--- config.mk ---
export PLATFORM = sky130hd
export DESIGN_NAME = rpc_config_regs
export DESIGN_NICKNAME = d
export VERILOG_FILES = /design/src/logic/rpc_config_regs.v /design/src/logic/rpc_core_defaults.v
export VERILOG_INCLUDE_DIRS = /design/src /design/src/logic
export SDC_FILE = /design/constraint.sdc
export NUM_CORES = 1
export LEC_CHECK = 0
export ABC_AREA = 1
export BUFFER_PORTS_ARGS = -buffer_cell sky130_fd_sc_hd__buf_2
export CAP_MARGIN = 15
export CORE_MARGIN = 10
export CORE_UTILIZATION = 50
export DETAILED_ROUTE_END_ITERATION = 6
export PLACE_DENSITY_LB_ADDON = 0.2
export SYNTH_ARGS = -nofsm -noshare
export SYNTH_HDL_FRONTEND = slang
export SYNTH_SLANG_ARGS = --single-unit
--- constraint.sdc ---
create_clock -name mclk -period 2 [get_ports mclk]
set_input_delay 0.3 -clock mclk [delete_from_list [all_inputs] [get_ports mclk]]
set_output_delay 0.3 -clock mclk [all_outputs]
set_load 0.02 [all_outputs]
--- src/logic/rpc_regs.vh ---
// Register map and field layout of the MAC interface and power-on default registers.
// Assumes 16-bit subsystem addresses and 16-bit data from the management interface.
`ifndef RPC_REGS_VH
`define RPC_REGS_VH

// ----------------------------------------
// Addresses
// ----------------------------------------
`define RPC_ADDR_IFACE_CFG 16'hFF24
`define RPC_ADDR_BASE_CFG 16'hFF26

// ----------------------------------------
// Reset values
// ----------------------------------------
`define RPC_RST_IFACE_CFG 16'h0116
`define RPC_RST_BASE_CFG 16'h0C86
`define RPC_RST_IFACE_HI 8'h01
`define RPC_RST_BASE_HI 3'h0

// ----------------------------------------
// Interface configuration fields
// ----------------------------------------
`define RPC_IF_FIFO_CLR 7
`define RPC_IF_DEPTH_HI 6
`define RPC_IF_DEPTH_LO 4
`define RPC_IF_TXD_WATCH 3
`define RPC_IF_CRS_FOLD 2
`define RPC_IF_FC_ERR 1
`define RPC_IF_MODE 0
`define RPC_IF_WR_MASK 16'h00FF

// ----------------------------------------
// Base configuration fields
// ----------------------------------------
`define RPC_BC_FLD 10
`define RPC_BC_SFT_PD 3
`define RPC_BC_WR_MASK 16'h1FFF

// ----------------------------------------
// Depth codes
// ----------------------------------------
`define RPC_DEPTH_MAX 3'h5
`define RPC_DEPTH_STEP 5'h04
`define RPC_DEPTH_BASE 5'h04

`endif

--- src/logic/rpc_config_regs.v ---
// Two subsystem configuration registers: MAC reduced interface setup and PHY power-on defaults.
// Assumes a simple synchronous register port from the management interface, strap sampled after reset.
//
// Operation
// Interface config register sits at 0xFF24 and resets to 0x0116.
// Bit 7 writable; setting it clears the receive FIFO; resets to zero.
// Bits 6:4 pick receive FIFO depth, four to 24 bits; 110/111 reserved.
// Bit 3 enables watching transmit data pins for frame start.
// Bit 2 folds carrier sense into combined carrier/data-valid; default on.
// Bit 1 set: receive error flagged on false carrier.
// Bit 1 clear: receive error only for symbol error within a frame.
// Bit 0 selects reduced interface mode; default loaded from strap pins.
// System must select reduced mode by straps, not software; the code also lets a write to bit 0 change it.
// Base config register sits at 0xFF26 and resets to 0x0C86.
// Bit 10 set enables enhanced link detection on 100BASE-TX link.
// Core software reset reloads the core link-detect enable from config.
// Config changes reach the core enable only at next core reset.
// Bit 3 set puts the PHY into power-down when leaving reset.
// Read-only reserved bits ignore writes and keep reset values.
`timescale 1ns/1ns
`include "rpc_regs.vh"
module rpc_config_regs (
    input wire mclk,
    input wire arst_n,
    input wire reg_wr,
    input wire reg_rd,
    input wire [15:0] reg_addr,
    input wire [15:0] reg_wdata,
    output reg [15:0] reg_rdata,
    output reg reg_rvalid,
    input wire strap_reduced_mode,
    input wire core_sw_reset,
    input wire link_100_up,
    input wire symbol_err,
    input wire false_carrier,
    input wire in_frame,
    input wire carrier_sense,
    input wire rx_data_valid,
    input wire [1:0] txd,
    output reg rx_fifo_clear,
    output reg [4:0] rx_fifo_depth_bits,
    output reg tx_data_frame_watch_en,
    output reg tx_frame_start,
    output reg crs_dv,
    output reg rx_er,
    output reg reduced_iface_mode_sel,
    output reg fast_link_detect_active,
    output reg sw_powerdown_out
);
    // ----------------------------------------
    // Reset release
    // ----------------------------------------
    reg rst_meta;
    reg rst_n;
    always @(posedge mclk or negedge arst_n) begin
        if (!arst_n) begin
            rst_meta <= 1'b0;
            rst_n <= 1'b0;
        end else begin
            rst_meta <= 1'b1;
            rst_n <= rst_meta;
        end
    end

    // ----------------------------------------
    // Decoding
    // ----------------------------------------
    function [1:0] rpc_decode;
        input [15:0] a;
        begin
            if (a == `RPC_ADDR_IFACE_CFG) begin
                rpc_decode = 2'b01;
            end else if (a == `RPC_ADDR_BASE_CFG) begin
                rpc_decode = 2'b10;
            end else begin
                rpc_decode = 2'b00;
            end
        end
    endfunction

    function [4:0] rpc_depth;
        input [2:0] code;
        begin
            if (code > `RPC_DEPTH_MAX) begin
                rpc_depth = `RPC_DEPTH_BASE;
            end else begin
                rpc_depth = `RPC_DEPTH_BASE + code * `RPC_DEPTH_STEP;
            end
        end
    endfunction

    wire [1:0] sel = rpc_decode(reg_addr);

    // ----------------------------------------
    // Registers
    // ----------------------------------------
    reg [15:0] iface_cfg;
    reg [15:0] base_cfg;
    reg strap_taken;
    reg txd_seen;

    always @(posedge mclk or negedge rst_n) begin
        if (!rst_n) begin
            iface_cfg <= `RPC_RST_IFACE_CFG;
            base_cfg <= `RPC_RST_BASE_CFG;
            strap_taken <= 1'b0;
        end else begin
            if (!strap_taken) begin
                strap_taken <= 1'b1;
                iface_cfg[`RPC_IF_MODE] <= strap_reduced_mode;
            end else if (reg_wr && sel[0]) begin
                iface_cfg <= (reg_wdata & `RPC_IF_WR_MASK) | ({`RPC_RST_IFACE_HI, 8'h00});
            end
            if (reg_wr && sel[1]) begin
                base_cfg <= (reg_wdata & `RPC_BC_WR_MASK) | {`RPC_RST_BASE_HI, 13'h0000};
            end
        end
    end

    // ----------------------------------------
    // Read port
    // ----------------------------------------
    always @(posedge mclk or negedge rst_n) begin
        if (!rst_n) begin
            reg_rdata <= 16'h0000;
            reg_rvalid <= 1'b0;
        end else begin
            reg_rvalid <= reg_rd;
            if (reg_rd && sel[0]) begin
                reg_rdata <= iface_cfg;
            end else if (reg_rd && sel[1]) begin
                reg_rdata <= base_cfg;
            end else if (reg_rd) begin
                reg_rdata <= 16'h0000;
            end
        end
    end

    // ----------------------------------------
    // Core defaults
    // ----------------------------------------
    wire fld_core;
    wire pd_core;
    rpc_core_defaults u_core (
        .mclk(mclk),
        .rst_n(rst_n),
        .core_sw_reset(core_sw_reset | ~strap_taken),
        .fld_cfg(base_cfg[`RPC_BC_FLD]),
        .pd_cfg(base_cfg[`RPC_BC_SFT_PD]),
        .fast_link_detect_enable_reg(fld_core),
        .sw_powerdown(pd_core)
    );

    // ----------------------------------------
    // Interface behaviour
    // ----------------------------------------
    always @(posedge mclk or negedge rst_n) begin
        if (!rst_n) begin
            rx_fifo_clear <= 1'b0;
            rx_fifo_depth_bits <= `RPC_DEPTH_BASE;
            tx_data_frame_watch_en <= 1'b0;
            tx_frame_start <= 1'b0;
            txd_seen <= 1'b0;
            crs_dv <= 1'b0;
            rx_er <= 1'b0;
            reduced_iface_mode_sel <= 1'b0;
            fast_link_detect_active <= 1'b0;
            sw_powerdown_out <= 1'b0;
        end else begin
            rx_fifo_clear <= iface_cfg[`RPC_IF_FIFO_CLR];
            rx_fifo_depth_bits <= rpc_depth(iface_cfg[`RPC_IF_DEPTH_HI:`RPC_IF_DEPTH_LO]);
            tx_data_frame_watch_en <= iface_cfg[`RPC_IF_TXD_WATCH];
            txd_seen <= iface_cfg[`RPC_IF_TXD_WATCH] && (txd != 2'b00);
            tx_frame_start <= iface_cfg[`RPC_IF_TXD_WATCH] && (txd != 2'b00) && !txd_seen;
            if (iface_cfg[`RPC_IF_CRS_FOLD]) begin
                crs_dv <= carrier_sense | rx_data_valid;
            end else begin
                crs_dv <= rx_data_valid;
            end
            if (iface_cfg[`RPC_IF_FC_ERR]) begin
                rx_er <= false_carrier | (symbol_err & in_frame);
            end else begin
                rx_er <= symbol_err & in_frame;
            end
            reduced_iface_mode_sel <= iface_cfg[`RPC_IF_MODE];
            fast_link_detect_active <= fld_core & link_100_up;
            sw_powerdown_out <= pd_core;
        end
    end
endmodule

--- src/logic/rpc_core_defaults.v ---
// Core-side latch of defaults that only take effect on a core software reset.
// Assumes core_sw_reset is a one-cycle pulse synchronous to mclk.
`timescale 1ns/1ns
module rpc_core_defaults (
    input wire mclk,
    input wire rst_n,
    input wire core_sw_reset,
    input wire fld_cfg,
    input wire pd_cfg,
    output reg fast_link_detect_enable_reg,
    output reg sw_powerdown
);
    // ----------------------------------------
    // Load on core reset only
    // ----------------------------------------
    always @(posedge mclk or negedge rst_n) begin
        if (!rst_n) begin
            fast_link_detect_enable_reg <= 1'b1;
            sw_powerdown <= 1'b0;
        end else if (core_sw_reset) begin
            fast_link_detect_enable_reg <= fld_cfg;
            sw_powerdown <= pd_cfg;
        end
    end
endmodule

==> impl_metrics.csv <==
group,metric,value,unit
final_layout,antenna_cells,0,
worst_setup_path,path_buf_inv,1,
detailed_routing,dr.pass1.iters,4,
detailed_routing,wl,5221,µm
synth,netlist_instances,246,
worst_setup_path,cp_top_family,"flip-flops",
synth,synth_ff_type,"dfrtp_1",
place,place_area,2625,µm²
global_routing,track_usage,0.1390,
pwr,ir_worst_vdd,0.3620,mV
clocking,cts_tree,"built",
global_routing,grt_pass1_wl,8549,µm
final_layout,reg_top3,"base_cfg (13), reg_rdata (13), iface_cfg (8)",
die,rows,24,
worst_setup_path,path_cells,"buf_2",
final_layout,stdcell_area,2726,µm²
final_layout,fin_cells,368,
worst_setup_path,cp.arrival,0.98,ns
global_routing,grt_pass1_vias,1852,
synth,synth_area_leader_cell,"dfrtp_1",
sta,finClkSkew,0.005747,ns
sta,setup_viol,0,
sta,slew_viol_final,0,
place,gp_congestion,0.7459,
worst_setup_path,crit_required,1.70,ns
detailed_routing,vias,1852,
die,ios,76,
clocking,cts_buffers,5,
synth,yosys_register_bits,52,
final_layout,layout-drive-gt1-share,0.3259,
place,pre_cts_ws,0.4524,ns
final_layout,area_growth,19.59,%
place,dp_hpwl,3850,µm
min_path,hp-class,"input pin to flop",
worst_setup_path,cp_slowest_cell,"dfstp_2",
sta,fin_ws,0.7186,ns
pwr,power_density,673.8,nW/µm²
global_routing,globalRoute.totalOverflow,0,
synth,ys_types,27,
global_routing,antenna_found_initial,0,
detailed_routing,wire_per_inst,14.19,µm
final_layout,layout.nets,362,
worst_setup_path,critPathLaunchType,"flop",
synth,ys.warnings.count,0,
die,die_w,87.53,µm
synth,synth_top_area_frac,0.4610,
global_routing,grt_max_degree,24,
sta,rsz0062_at_grt,"false",
worst_setup_path,regToRegSetupSlack,0.76,ns
sta,fin_crit,1.281,ns
detailed_routing,first_iter_violations,91,
sta,fmax,780.4,MHz
die,die_area,7661,µm²
synth,synth_common_cells,"nand2_1, nand3_1, dfrtp_1, inv_1",
synth,yosysSeqAreaShare,0.5763,
synth,synth-edff-count,0,
clocking,clk_latency,0.31,ns
die,die_h,87.53,µm
worst_setup_path,critPathMaxStageDelay,0.52,ns
synth,synthTopCellsByArea,"dfrtp_1, nand2_1, dfstp_2",
clocking,cts_root_buffer,"clkbuf_8",
sta,finalSetupTns,0,ns
synth,synthArstFlopShare,1.000,
clocking,clkTransAtPathRegs,0.10,ns
flow_run,cap_violations,0,
detailed_routing,ant_nets,0,
clocking,clock-sinks,52,
place,port-buffer-count,67,
detailed_routing,routed_via_density,5.033,
worst_setup_path,endpoint_kind,"primary output",
sta,post-route-period-util,0.6407,
run_status,status,"finished, final reports clean",
synth,avgSynthCellArea,9.267,µm²
detailed_routing,drc_errors,0,
place,placedCellCount,359,
clocking,clk_path_buf_depth,2,
die,core_area,4384,µm²
pwr,p_leak,1.609,nW
die,initial_core_util,0.5200,
clocking,htree_levels,2,
worst_setup_path,crit_fanout,1,
clocking,cts_setup_buffers,0,
synth,synth_area,2280,µm²
worst_setup_path,worstSetupPathType,"flop to primary output",
sta,hold_viol,0,
synth,yosysMostFrequentCell,"nand2_1",
what timing repair did:
action	in CTS	in global routing
resized for setup	0	0
hold buffers	1	0
hold endpoints to repair	2	0
cell usage in the layout, fill, tap and decap left out, types with 2 or more instances in the layout:
cell type / synthesis / routed
a21oi_1: 4 / 4
buf_2: 0 / 67
buf_4: 5 / 4
clkbuf_8: 0 / 5
conb_1: 2 / 7
dfrtp_1: 42 / 41
dfstp_2: 10 / 10
inv_1: 17 / 17
mux2_2: 2 / 2
nand2_1: 76 / 76
nand2_2: 2 / 2
nand2_4: 2 / 2
nand3_1: 44 / 44
nand4_1: 7 / 7
nor2_1: 10 / 10
nor2_2: 2 / 2
nor2_8: 2 / 2
final cells by class:
class,instances,area (µm²)
clock buffers,5,68.82
clock inverters,3,22.52
fillers,412,1658
inverters,18,67.56
multi-input cells,166,812.0
flip-flops and latches,52,1315
well taps,52,65.06
repair buffers,72,375.4
layer usage:
metal / vias up / GRT usage / routed length [µm]
li1: 919 / - / -
met1: 868 / 0.1629 / 2170
met2: 57 / 0.2288 / 2529
met3: 8 / 0.05431 / 452
met4: 0 / 0.04348 / 68
met5: - / 0 / 0
kinds of logic after synthesis:
kind of cell,count (synthesis),share of synthesized area
adder cells (fa/ha/maj),1,0.005488
other,2,0.003294
AND/OR/NAND/NOR,148,0.3079
flip-flops,52,0.5763
multiplexers,2,0.009879
AO/OA/AOI/OAI,8,0.02141
buffers and inverters,33,0.07574
worst paths after layout:
path	startpoint	end	depth (start not counted)
worst max register to register	strap_taken	iface_cfg[0]	3
worst min register to register	rst_n	fast_link_detect_active	0
worst max-delay path	rx_fifo_depth_bits[2]	rx_fifo_depth_bits[2]	1
max in group asynchronous	rst_n	base_cfg[11]	1
min in group asynchronous	rst_n	fast_link_detect_active	0
worst min-delay path	rx_data_valid	crs_dv	2
report_power, final:
group	internal [W]	switching, W	leakage, nW	total [W]
Combinational	0.0000525	0.0000850	0.889	0.000137
Clock	0.000251	0.000365	0.0485	0.000616
Sequential	0.00107	0.0000174	0.671	0.00108
Total	0.00137	0.000467	1.61	0.00184
stage by stage:
stage | hold WS (ns) | total power (W) | util
2_1_floorplan | 0.004409 | 0.001175 | -
3_3_place_gp | 0.08471 | 0.001239 | 0.5987
3_5_place_dp | 0.08648 | 0.001242 | 0.5987
4_1_cts | 0.1490 | 0.001858 | 0.6219
5_1_grt | 0.1699 | 0.001911 | 0.6219
6_report | 0.1585 | 0.001837 | 0.6219
Power figures use the tool's default switching activity.
